<file path="config.mk">
export PLATFORM = sky130hd
export DESIGN_NAME = pmb_top
export DESIGN_NICKNAME = d
export VERILOG_FILES = /design/src/pkg/pmb_pkg.sv /design/src/hw/pmb_pad_mux.sv /design/src/hw/pmb_top.sv
export SDC_FILE = /design/constraint.sdc
export NUM_CORES = 1
export LEC_CHECK = 0
export BUFFER_PORTS_ARGS = -buffer_cell sky130_fd_sc_hd__clkbuf_2
export CAP_MARGIN = 20
export CORE_MARGIN = 3
export CORE_UTILIZATION = 53
export DETAILED_ROUTE_END_ITERATION = 8
export PLACE_DENSITY = 0.95
export REMOVE_ABC_BUFFERS = 1
export SYNTH_ARGS = -nofsm -noshare
export SYNTH_HDL_FRONTEND = slang
export SYNTH_SLANG_ARGS = --single-unit
</file>
<file path="constraint.sdc">
create_clock -name mclk -period 2.9 [get_ports mclk]
set_input_delay 0.58 -clock mclk [delete_from_list [all_inputs] [get_ports mclk]]
set_output_delay 0.58 -clock mclk [all_outputs]
set_load 0.02 [all_outputs]
</file>
<file path="src/pkg/pmb_pkg.sv">
// Package with register map, field positions and pad types for the pin 9 pad block.
package pmb_pkg;
    localparam logic [7:0] PMB_OFF_SCRATCH_FIRST = 8'h18;
    localparam logic [7:0] PMB_OFF_SCRATCH_SECOND = 8'h19;
    localparam logic [7:0] PMB_OFF_PAD_CONFIG = 8'h1A;
    localparam logic [7:0] PMB_RST_SCRATCH_FIRST = 8'h00;
    localparam logic [7:0] PMB_RST_SCRATCH_SECOND = 8'h01;
    localparam logic [7:0] PMB_RST_PAD_CONFIG = 8'h00;
    localparam int PMB_BIT_GLOBAL_LEVEL = 7;
    localparam int PMB_BIT_GLOBAL_DIR = 5;
    localparam int PMB_BIT_GLOBAL_EN = 4;
    localparam int PMB_BIT_PIN9_LEVEL = 3;
    localparam int PMB_BIT_PIN9_DIR = 1;
    localparam int PMB_BIT_PIN9_EN = 0;
    localparam int PMB_NUM_PINS = 4;

    // Two-bit pad code, {direction, enable}.
    typedef enum logic [1:0] {
        PMB_PAD_FUNC_OUT = 2'h0,
        PMB_PAD_FORCE_OUT = 2'h1,
        PMB_PAD_HIGH_Z = 2'h2,
        PMB_PAD_FORCE_IN = 2'h3
    } pmb_pad_code_t;

    // Register access request.
    typedef struct packed {
        logic wr;
        logic rd;
        logic [7:0] addr;
        logic [7:0] wdata;
    } pmb_req_t;

    // Drive of one pad: output value and active-low output enable.
    typedef struct packed {
        logic level;
        logic oe_n;
    } pmb_pad_t;
endpackage

</file>
<file path="src/hw/pmb_pad_mux.sv">
// Pad mux that resolves one pin's drive from its own and the global settings.
`timescale 1ns/10ps
module pmb_pad_mux
    import pmb_pkg::*;
(
    // Local setting of this pin
    input wire logic local_valid,
    input wire pmb_pad_code_t local_code,
    input wire logic local_level,
    input wire logic remote_enable,
    input wire logic remote_level,
    // Global fallback
    input wire pmb_pad_code_t global_code,
    input wire logic global_level,
    // Functional path of the pin
    input wire logic func_level,
    // Resolved pad drive
    output pmb_pad_t pad
);
    wire logic local_gpio;
    wire pmb_pad_code_t eff_code;
    wire logic eff_level;

    // A pin with its own enable set overrides the global force bits.
    assign local_gpio = local_valid && local_code[0];
    assign eff_code = local_gpio ? local_code : global_code;
    // The local level drives only for output direction with remote control off.
    assign eff_level = local_gpio ? (remote_enable ? remote_level : local_level)
                                  : global_level;

    always_comb begin
        pad = '{level: 1'b0, oe_n: 1'b1};
        case (eff_code)
            PMB_PAD_FUNC_OUT: begin
                pad = '{level: func_level, oe_n: 1'b0};
            end
            PMB_PAD_FORCE_OUT: begin
                pad = '{level: eff_level, oe_n: 1'b0};
            end
            default: begin
                pad = '{level: 1'b0, oe_n: 1'b1};
            end
        endcase
    end
endmodule

</file>
<file path="src/hw/pmb_top.sv">
// Scratch message registers and pin 9 / global fallback pad configuration.
//
// How it works
// - Two 8-bit scratch registers read and write freely with no side effects.
// - The scratch register at 18h resets to zero and the one at 19h resets to one.
// - The global pad code is {direction-force bit 5, enable-force bit 4}.
// - Global code 00 is functional output, 10 high impedance, 01 forced out, 11 forced in.
// - A pin's own direction and enable override the global force bits.
// - A pin not locally enabled under global forced-out mode drives the global level in bit 7.
// - Pin 9 code is {direction bit 1, enable bit 0}; 01 forced out, 11 forced in, 00 and 10 use the global code.
// - Pin 9 drives bit 3 only when enabled, set to output and remote control off.
// - The pad configuration register at 1Ah resets to zero.
`timescale 1ns/10ps
module pmb_top
    import pmb_pkg::*;
(
    // Clock and reset
    input wire logic mclk,
    input wire logic reset,
    // Register access from the control interface
    input wire pmb_req_t req,
    output logic [7:0] rdata,
    output logic rvalid,
    // Per-pin state of the other pad registers
    input wire logic [PMB_NUM_PINS-1:0] pin_local_valid,
    input wire logic [2*PMB_NUM_PINS-1:0] pin_local_code,
    input wire logic [PMB_NUM_PINS-1:0] pin_local_level,
    input wire logic [PMB_NUM_PINS-1:0] pin_remote_enable,
    input wire logic [PMB_NUM_PINS-1:0] pin_remote_level,
    input wire logic [PMB_NUM_PINS-1:0] pin_func_level,
    // Pin 9 link-side inputs
    input wire logic pin9_remote_enable,
    input wire logic pin9_remote_level,
    input wire logic pin9_func_level,
    input wire logic pin9_in,
    // Pad drives
    output logic pin9_out,
    output logic pin9_oe_n,
    output logic pin9_sampled,
    output logic [PMB_NUM_PINS-1:0] pin_out,
    output logic [PMB_NUM_PINS-1:0] pin_oe_n
);
    logic [7:0] scratch_message_first;
    logic [7:0] scratch_message_second;
    logic [7:0] pin9_and_fallback_pad_config;

    wire logic hit_first;
    wire logic hit_second;
    wire logic hit_pad;
    wire logic [7:0] next_rdata;
    wire pmb_pad_code_t global_code;
    wire logic global_level;
    wire pmb_pad_code_t pin9_code;
    wire logic pin9_enable;
    wire logic pin9_direction;
    wire logic pin9_drive_level;
    wire pmb_pad_t pin9_pad;
    wire pmb_pad_t pin_pad [PMB_NUM_PINS];

    assign hit_first = (req.addr == PMB_OFF_SCRATCH_FIRST);
    assign hit_second = (req.addr == PMB_OFF_SCRATCH_SECOND);
    assign hit_pad = (req.addr == PMB_OFF_PAD_CONFIG);

    // Unmapped addresses read as zero so software sees a defined value.
    assign next_rdata = hit_first ? scratch_message_first :
                        hit_second ? scratch_message_second :
                        hit_pad ? pin9_and_fallback_pad_config : 8'h00;

    always_ff @(posedge mclk or posedge reset) begin
        if (reset) begin
            scratch_message_first <= PMB_RST_SCRATCH_FIRST;
            scratch_message_second <= PMB_RST_SCRATCH_SECOND;
            pin9_and_fallback_pad_config <= PMB_RST_PAD_CONFIG;
        end else if (req.wr) begin
            if (hit_first) begin
                scratch_message_first <= req.wdata;
            end
            if (hit_second) begin
                scratch_message_second <= req.wdata;
            end
            if (hit_pad) begin
                pin9_and_fallback_pad_config <= req.wdata;
            end
        end
    end

    always_ff @(posedge mclk or posedge reset) begin
        if (reset) begin
            rdata <= 8'h00;
            rvalid <= 1'b0;
        end else begin
            rdata <= req.rd ? next_rdata : rdata;
            rvalid <= req.rd;
        end
    end

    assign global_code = pmb_pad_code_t'({pin9_and_fallback_pad_config[PMB_BIT_GLOBAL_DIR],
                                          pin9_and_fallback_pad_config[PMB_BIT_GLOBAL_EN]});
    assign global_level = pin9_and_fallback_pad_config[PMB_BIT_GLOBAL_LEVEL];
    assign pin9_direction = pin9_and_fallback_pad_config[PMB_BIT_PIN9_DIR];
    assign pin9_enable = pin9_and_fallback_pad_config[PMB_BIT_PIN9_EN];
    assign pin9_drive_level = pin9_and_fallback_pad_config[PMB_BIT_PIN9_LEVEL];
    assign pin9_code = pmb_pad_code_t'({pin9_direction, pin9_enable});

    // Pin 9 always has its own setting, so the global code applies only when it is disabled.
    pmb_pad_mux u_pin9 (
        .local_valid(1'b1),
        .local_code(pin9_code),
        .local_level(pin9_drive_level),
        .remote_enable(pin9_remote_enable),
        .remote_level(pin9_remote_level),
        .global_code(global_code),
        .global_level(global_level),
        .func_level(pin9_func_level),
        .pad(pin9_pad)
    );

    genvar gi;
    generate
        for (gi = 0; gi < PMB_NUM_PINS; gi++) begin : g_pin
            pmb_pad_mux u_mux (
                .local_valid(pin_local_valid[gi]),
                .local_code(pmb_pad_code_t'(pin_local_code[2*gi +: 2])),
                .local_level(pin_local_level[gi]),
                .remote_enable(pin_remote_enable[gi]),
                .remote_level(pin_remote_level[gi]),
                .global_code(global_code),
                .global_level(global_level),
                .func_level(pin_func_level[gi]),
                .pad(pin_pad[gi])
            );
        end
    endgenerate

    // Registered pad outputs add one cycle of latency after a register write.
    always_ff @(posedge mclk or posedge reset) begin
        if (reset) begin
            pin9_out <= 1'b0;
            pin9_oe_n <= 1'b0;
            pin9_sampled <= 1'b0;
            pin_out <= '0;
            pin_oe_n <= '0;
        end else begin
            pin9_out <= pin9_pad.level;
            pin9_oe_n <= pin9_pad.oe_n;
            pin9_sampled <= pin9_in;
            for (int i = 0; i < PMB_NUM_PINS; i++) begin
                pin_out[i] <= pin_pad[i].level;
                pin_oe_n[i] <= pin_pad[i].oe_n;
            end
        end
    end
endmodule

</file>
# Yosys cells after proc, flatten, opt, wreduce, memory -nomap -nowiden
# Index checks and enable logic that the tools add are counted.
word_totals:
  ff_bits: 44
  mem_count: 0
  latchBits: 0
  elab_cells: 53
  inputBits: 52
  rom_bits: 0
  output_inout_bits: 20
  mem_bits_rw: 0
classes:
  div_mod_pow: 0
  n_reduce_logical: 12
  shift: 0
  mul: 0
  eq_ne: 8
  add_sub_neg: 0
  n_lt_le_gt_ge: 0
  bitwise: 0
  muxes: 23
op_table:
  columns: ["cell", "count"]
  rows:
  - ["8-bit by 5-bit equality test with 1-bit output, second input constant", 3]
  - ["8-bit two-way mux", 3]
  - ["2-bit one-hot mux with 2 select lines", 5]
  - ["2-bit by 1-bit equality test with 1-bit output, second input constant", 5]
  - ["2-bit logical NOT", 5]
  - ["1-bit two-way mux", 10]
  - ["2-bit two-way mux", 5]
  - ["2-bit AND reduction", 3]
  - ["1-bit logical AND", 4]

# Logic depth before layout (Yosys ltp)
# Gate-level depths: netlist of run 1.
logic_depth:
  ltp_word: 4
  ltp_mapped: 5
  depth_no_buf: 3

# Modules after synthesis
# Synthesis of run 1 repeated with hierarchy kept, for this count alone.
unflattened:
  hier_cells: 161
  area_unflattened_um2: 2073.2
by_module_without_submodules:
  columns: ["mod", "cells_each", "seq_area_each_um2", "n_inst", "area_per_inst_um2"]
  rows:
  - ["pmb_top", 131, 1102.3, 1, 1791.7]
  - ["pmb_pad_mux", 6, 0.0, 5, 56.3]

# Worst setup path before layout of run 1
# No wires, ideal clock.
synth_path:
  path_type: "input -> register"
  startpoint: "input req[13] in the netlist's numbering"
  endpoint: "register scratch_message_first[0]"
  path_slack_ps: 1223
  t_required_ps: 2775
  stages: 3
  t_arrival_ps: 1552
  path_buffers: 0
  setup_time_ps: 125
  path_cell_list: "nor4b_4 > nand4b_2 > mux2_2"
synth_between:
  elab_chain_len: 2
synth_lines:
  columns: ["item", "line", "source"]
  rows:
  - ["start, declared", "pmb_top.sv:21", "input wire pmb_req_t req,"]
  - ["8-bit by 5-bit equality test with 1-bit output", "pmb_top.sv:60", "assign hit_first = (req.addr == PMB_OFF_SCRATCH_FIRST);"]
  - ["2-bit AND reduction (no source line)", null, null]
  - ["end signal, assigned", "pmb_top.sv:76", "scratch_message_first <= req.wdata;"]
  - ["end, declared", "pmb_top.sv:43", "logic [7:0] scratch_message_first;"]
# Every way passes these cells.
# A chain may end at the register's enable or synchronous reset.

# Final worst setup path of run 1
layout_path:
  startpoint: "input req[8] in the netlist's numbering"
  endpoint: "register scratch_message_second[3]"
layout_between:
  elab_chain_len: 2
layout_lines:
  columns: ["item", "line", "source"]
  rows:
  - ["8-bit by 5-bit equality test with 1-bit output", "pmb_top.sv:61", "assign hit_second = (req.addr == PMB_OFF_SCRATCH_SECOND);"]
  - ["2-bit AND reduction (no source line)", null, null]
  - ["end signal, assigned", "pmb_top.sv:79", "scratch_message_second <= req.wdata;"]
  - ["end, declared", "pmb_top.sv:44", "logic [7:0] scratch_message_second;"]
# Every way passes these cells.

==> flow_summary.json, run 1 <==
{
  "path_clk_slew_ns": 0.07,
  "via_per_inst": 5.368,
  "die_w_um": 68.02,
  "core_um2": 3521,
  "synth.most_common_cell": "dfrtp_1",
  "crit_path_end_kind": "flip-flop",
  "hold_viol_final": 0,
  "num_vias": 1503,
  "rows": 21,
  "syn-cell-area_um2": 2038,
  "worstPathArrival_ns": 1.90,
  "synth_top_area_cell": "dfrtp_1",
  "diodes": 0,
  "slowest_delay_ns": 0.38,
  "slew_violations": 0,
  "die-height_um": 68.02,
  "synthTopCellsByCount": "43 x dfrtp_1, 29 x mux2_2, 17 x inv_1",
  "grt_pass1_vias": 1446,
  "highest_layer": "met4",
  "finalCritPeriodShare": 0.5920,
  "dp_hpwl_mm": 3.155,
  "slowest_stage": "nor4bb_1",
  "route.antenna.remaining_nets": 0,
  "clockBufferDepth": 2,
  "p_leak_nw": 1.330,
  "crit_family": "simple AND/OR/NAND/NOR gates",
  "holdCritPathClass": "in -> reg",
  "drt_iter0_drc": 52,
  "status": "completed",
  "wirelength_mm": 4.315,
  "layout.nets": 285,
  "n_fill_cell": 266,
  "wl_met3_um": 336,
  "ys.flop_type": "dfrtp_1",
  "area_growth_pct": 23.08,
  "ys_seq_area_frac": 0.5408,
  "p_seq_frac": 0.560,
  "critPathBufInv": 1,
  "rsz0062_at_grt": "false",
  "cts_resized": 0,
  "period_needed_ns": 1.717,
  "grt_pass1_wl_mm": 6.768,
  "port_buffers": 71,
  "required_ns": 3.08,
  "gp_congestion": 0.7522,
  "cp_max_fo": 19,
  "cts_setup_buffers": 0,
  "syn_avg_cell_area_um2": 12.66,
  "worst_pin_slew_ns": 0.5330,
  "crit_type": "in -> reg",
  "drive_gt1_frac": 0.4829,
  "power.switching_mw": 0.2886,
  "grt_use_total": 0.2008,
  "yosysTopAreaCellShare": 0.5279,
  "met1_length_mm": 1.930,
  "netlist-cell-type-count": 22,
  "cts_tree": "done",
  "drt-wirelength-per-cell_um": 15.41,
  "first_pass_iters": 6,
  "pwr-share-clk": 0.310,
  "start_util": 0.5789,
  "cts-hold-fix-buffers": 0,
  "startpoint_type": "primary input",
  "cap_violations": 0,
  "fin_total_pwr_mw": 1.175,
  "grt_antenna_before_repair": 0,
  "fp.dieArea_um2": 4626,
  "crit_chain": "clkbuf_2 -> nor4bb_1 -> nand3_2 -> mux2_2",
  "hold_ws_ns": 0.3922,
  "powerDensity_nw_per_um2": 468.4,
  "max_freq_mhz": 582.5,
  "slew_headroom": 0.6447,
  "pre_cts_ws_ns": 0.8783,
  "finClkSkew_ns": 0.004843,
  "h-tree-depth": 2,
  "synthCells": 161,
  "wl_met2_mm": 2.009,
  "yosys-top-cells-area": "dfrtp_1 53%, mux2_2 16%, o32ai_1 5.2%",
  "clk_latency_ns": 0.30,
  "intPower_mw": 0.8863,
  "cts_root_buffer": "clkbuf_8",
  "yosysWarnings": 0,
  "synth_seq_cells": 44,
  "ys_async_sr_fraction": 1.000,
  "final.setup.tns_ns": 0,
  "combPwrFrac": 0.130,
  "fin_ws_ns": 1.183,
  "swShare": 0.2457,
  "drc_errors": 0,
  "setup-violations-final": 0,
  "grt_max_degree": 45,
  "clkSinkCount": 44,
  "grt-ovfl-total": 0,
  "top_level_ports": 72,
  "cts_buffers": 5,
  "ir_worst_vdd_v": 0.0003348,
  "synth-edff-count": 0
}
## state kept, by name, summed over array words and instances (netlist names)
signal	cells
pin9_out	1
scratch_message_second	8
rvalid	1
scratch_message_first	8
pin9_and_fallback_pad_config	8
pin9_sampled	1
pin_out	4
rdata	8
pin9_oe_n	1
pin_oe_n	4
## power by group through the flow
stage / Clock, mW / Sequential, mW / Combinational (mW)
6_report: 0.364 / 0.658 / 0.153
4_1_cts: 0.373 / 0.657 / 0.156
3_3_place_gp: 0 / 0.668 / 0.150
5_1_grt: 0.399 / 0.661 / 0.170
3_5_place_dp: 0 / 0.670 / 0.155
2_1_floorplan: 0 / 0.681 / 0.0657
## per-layer routing
metal / GRT usage / vias up
met2: 0.3357 / 63
met1: 0.2645 / 717
met5: 0 / -
met3: 0.04926 / 3
li1: - / 720
met4: 0.04467 / 0
## stage by stage
stage,instance area (um^2),cells,utilization
2_1_floorplan,2008,154,-
3_5_place_dp,2429,272,0.6898
3_3_place_gp,2429,272,0.6898
6_report,2509,280,0.7125
4_1_cts,2509,280,0.7125
5_1_grt,2509,280,0.7125
## worst paths after layout
path | from | slack [ns] | cells after the start | end
max in group asynchronous | reset | 2.13 | 3 | scratch_message_second[0]$_DFFE_PP1P_
min in group asynchronous | reset | 0.40 | 3 | scratch_message_first[5]$_DFFE_PP0P_
worst min register to register | scratch_message_second[1]$_DFFE_PP0P_ | 0.51 | 1 | scratch_message_second[1]$_DFFE_PP0P_
worst min-delay path | pin9_in | 0.39 | 1 | pin9_sampled$_DFF_PP0_
worst max-delay path | req[8] | 1.18 | 4 | scratch_message_second[3]$_DFFE_PP0P_
worst max register to register | pin9_and_fallback_pad_config[4]$_DFFE_PP0P_ | 1.74 | 3 | rdata[4]$_DFFE_PP0P_
## cells in the final DEF, fill, tap and decap left out
cell,count
nand3_2,1
clkbuf_1,3
nand2b_1,12
nor2b_1,1
buf_4,1
clkbuf_2,71
dfstp_2,1
or4b_1,1
nand4b_2,2
clkbuf_8,5
nor3b_2,1
nor4b_4,1
a22o_1,8
nand4_2,1
mux2_2,29
mux2i_1,9
nand2_1,4
dfrtp_1,43
nor4bb_1,1
inv_1,17
a211oi_1,2
o32ai_1,12
nor2_1,8
## cell families (layout without fill, tap and decap cells)
| family | Yosys count | in the layout | share of synthesized area |
|---|---|---|---|
| buffers and inverters | 24 | 97 | 0.04604 |
| AO/OA/AOI/OAI | 22 | 22 | 0.09331 |
| flip-flops | 44 | 44 | 0.5408 |
| AND/OR/NAND/NOR | 33 | 33 | 0.1154 |
| multiplexers | 38 | 38 | 0.2044 |
## area by class of cell
type	count	area [um^2]	share of cell area
repair buffers	72	362.8	0.1446
flip-flops and latches	44	1102	0.4394
well taps	46	57.56	0.02294
clock buffers	8	80.08	0.03192
multi-input cells	93	842.1	0.3357
inverters	17	63.81	0.02544
Power figures use the tool's default switching activity.
==> run 2, diff against run 1 <==
CORE_UTILIZATION = 49   (was 53)
PLACE_DENSITY = 0.9   (was 0.95)
clock period = 1.7 ns   (was 2.9 ns; I/O delays follow)
==> run 2 against run 1 <==
Against the previous run:
- count of clock-buffer cells in the layout shrank 3
- critical path type unchanged
- critical endpoint is now rdata[2]$_DFFE_PP0P_
- worst setup slack lost 0.87 ns
- clock power grew 120%
- largest power group unchanged
- first-iteration DRC count is the same
- largest cell class unchanged
- via count grew 0.13%
- total power grew 87%
- register-to-register slack lost 1.2 ns
==> flow_summary.json, run 2 (synthesis results as in run 1) <==
{
  "status": "completed",
  "stdcell_count": 285,
  "clk_latency_ns": 0.30,
  "rsz0062_at_grt": "false",
  "area_growth_pct": 26.03,
  "place_inst": 277,
  "worstPathArrival_ns": 1.57,
  "p_leak_nw": 1.360,
  "required_ns": 1.89,
  "crit_path_end_kind": "flip-flop",
  "top_level_ports": 72,
  "min_to": "pin9_sampled$_DFF_PP0_",
  "grt_pass1_wl_mm": 7.017,
  "path_clk_slew_ns": 0.09,
  "place_area_um2": 2454,
  "gp_congestion": 0.7735,
  "drc_errors": 0,
  "grt_use_total": 0.1806,
  "holdCritPathClass": "in -> reg",
  "finalCritPeriodShare": 0.8134,
  "setup-violations-final": 0,
  "cts_tree": "done",
  "finClkSkew_ns": 0.008130,
  "drive_gt1_frac": 0.5021,
  "ir_worst_vdd_v": 0.0008164,
  "fin_ws_ns": 0.3173,
  "cts_root_buffer": "clkbuf_8",
  "period_needed_ns": 1.383,
  "use_met1": 0.2273,
  "drt-wirelength-per-cell_um": 15.14,
  "layout.nets": 288,
  "worst_pin_slew_ns": 0.5299,
  "num_vias": 1505,
  "start_util": 0.5327,
  "hold_ws_ns": 0.1339,
  "clockBufferDepth": 2,
  "grt-ovfl-total": 0,
  "stdcell_area_um2": 2569,
  "slew_violations": 0,
  "cts_resized": 0,
  "port_buffers": 71,
  "pre_cts_ws_ns": -0.02501,
  "rows": 22,
  "slowest_delay_ns": 0.42,
  "fp.dieArea_um2": 4970,
  "via_per_inst": 5.281,
  "cts-hold-fix-buffers": 0,
  "r2r.worst_path.cells": 3,
  "first_pass_iters": 4,
  "crit_type": "in -> reg",
  "hold_viol_final": 0,
  "grt-busiest-layer": "met2",
  "clkSinkCount": 44,
  "diodes": 0,
  "r2r_slack_ns": 0.52,
  "startpoint_type": "primary input",
  "crit_chain": "clkbuf_2 -> nor4b_4 -> nand4b_2 -> o32ai_1",
  "worstReg2RegEnd": "rdata[4]$_DFFE_PP0P_",
  "die_w_um": 70.50,
  "cts_buffers": 5,
  "final_common_cell": "clkbuf_2",
  "powerDensity_nw_per_um2": 857.7,
  "h-tree-depth": 2,
  "drt_iter0_drc": 52,
  "n_fill_cell": 283,
  "mostFrequentLayoutCells": "71 x clkbuf_2, 43 x dfrtp_1, 29 x mux2_2",
  "use_met3": 0.06475,
  "wirelength_mm": 4.316,
  "max_freq_mhz": 723.2,
  "core_um2": 3826,
  "reg2reg_from": "pin9_and_fallback_pad_config[4]$_DFFE_PP0P_",
  "grt_use_met2": 0.3015,
  "route.antenna.remaining_nets": 0,
  "die-height_um": 70.50,
  "cp_max_fo": 8,
  "slowest_stage": "nor4b_4",
  "cap_violations": 0,
  "grt_max_degree": 45,
  "slew_headroom": 0.6467,
  "dp_hpwl_mm": 3.214,
  "worstHoldStart": "pin9_in",
  "grt_pass1_vias": 1435,
  "cts_setup_buffers": 0,
  "grt_antenna_before_repair": 0,
  "min_path_cells": 1
}
[run 2: critical path: cells and delay by family]
family                 cells  cell delay [ns]
buffers and inverters      1             0.10
AOI/OAI and AO/OA          1             0.39
and+or+nand+nor            2             0.74
[run 2: through the flow]
step                      utilization  setup TNS [ns]  total power, mW
after floorplan                     -               0            1.273
after global placement         0.6413               0            1.401
after detailed placement       0.6413         -0.1101            1.410
after CTS                      0.6714               0            2.229
after global routing           0.6714               0            2.306
final                          0.6714               0            2.203
[run 2: worst max path at each step]
stage | start | end | slack (ns)
floorplan | req[13] | scratch_message_first[0]$_DFFE_PP0P_ | 0.26
global placement | req[13] | scratch_message_first[7]$_DFFE_PP0P_ | 0.06
detailed placement | req[13] | scratch_message_first[7]$_DFFE_PP0P_ | -0.03
CTS | req[13] | scratch_message_first[7]$_DFFE_PP0P_ | 0.32
finish | req[13] | rdata[2]$_DFFE_PP0P_ | 0.32
global route | req[13] | rdata[2]$_DFFE_PP0P_ | 0.22
[run 2: layout make-up]
cell class,count,area [um^2],area share
timing repair buffer,75,385.4,0.1500
tap,48,60.06,0.02338
clock inverter,3,46.29,0.01802
sequential,44,1102,0.4291
inverter,17,63.81,0.02484
multi-input combinational,93,842.1,0.3278
clock buffer,5,68.82,0.02679
[run 2: metal layers]
metal | wire [um] | up-vias
met5 | 0 | -
met4 | 30 | 0
met3 | 366 | 3
met2 | 2041 | 65
met1 | 1877 | 712
li1 | - | 725
[run 2: report_power, final]
group / leakage (nW) / switching (mW) / internal [mW]
combinational: 0.715 / 0.134 / 0.131
clock: 0.0548 / 0.374 / 0.442
sequential: 0.590 / 0.0286 / 1.09
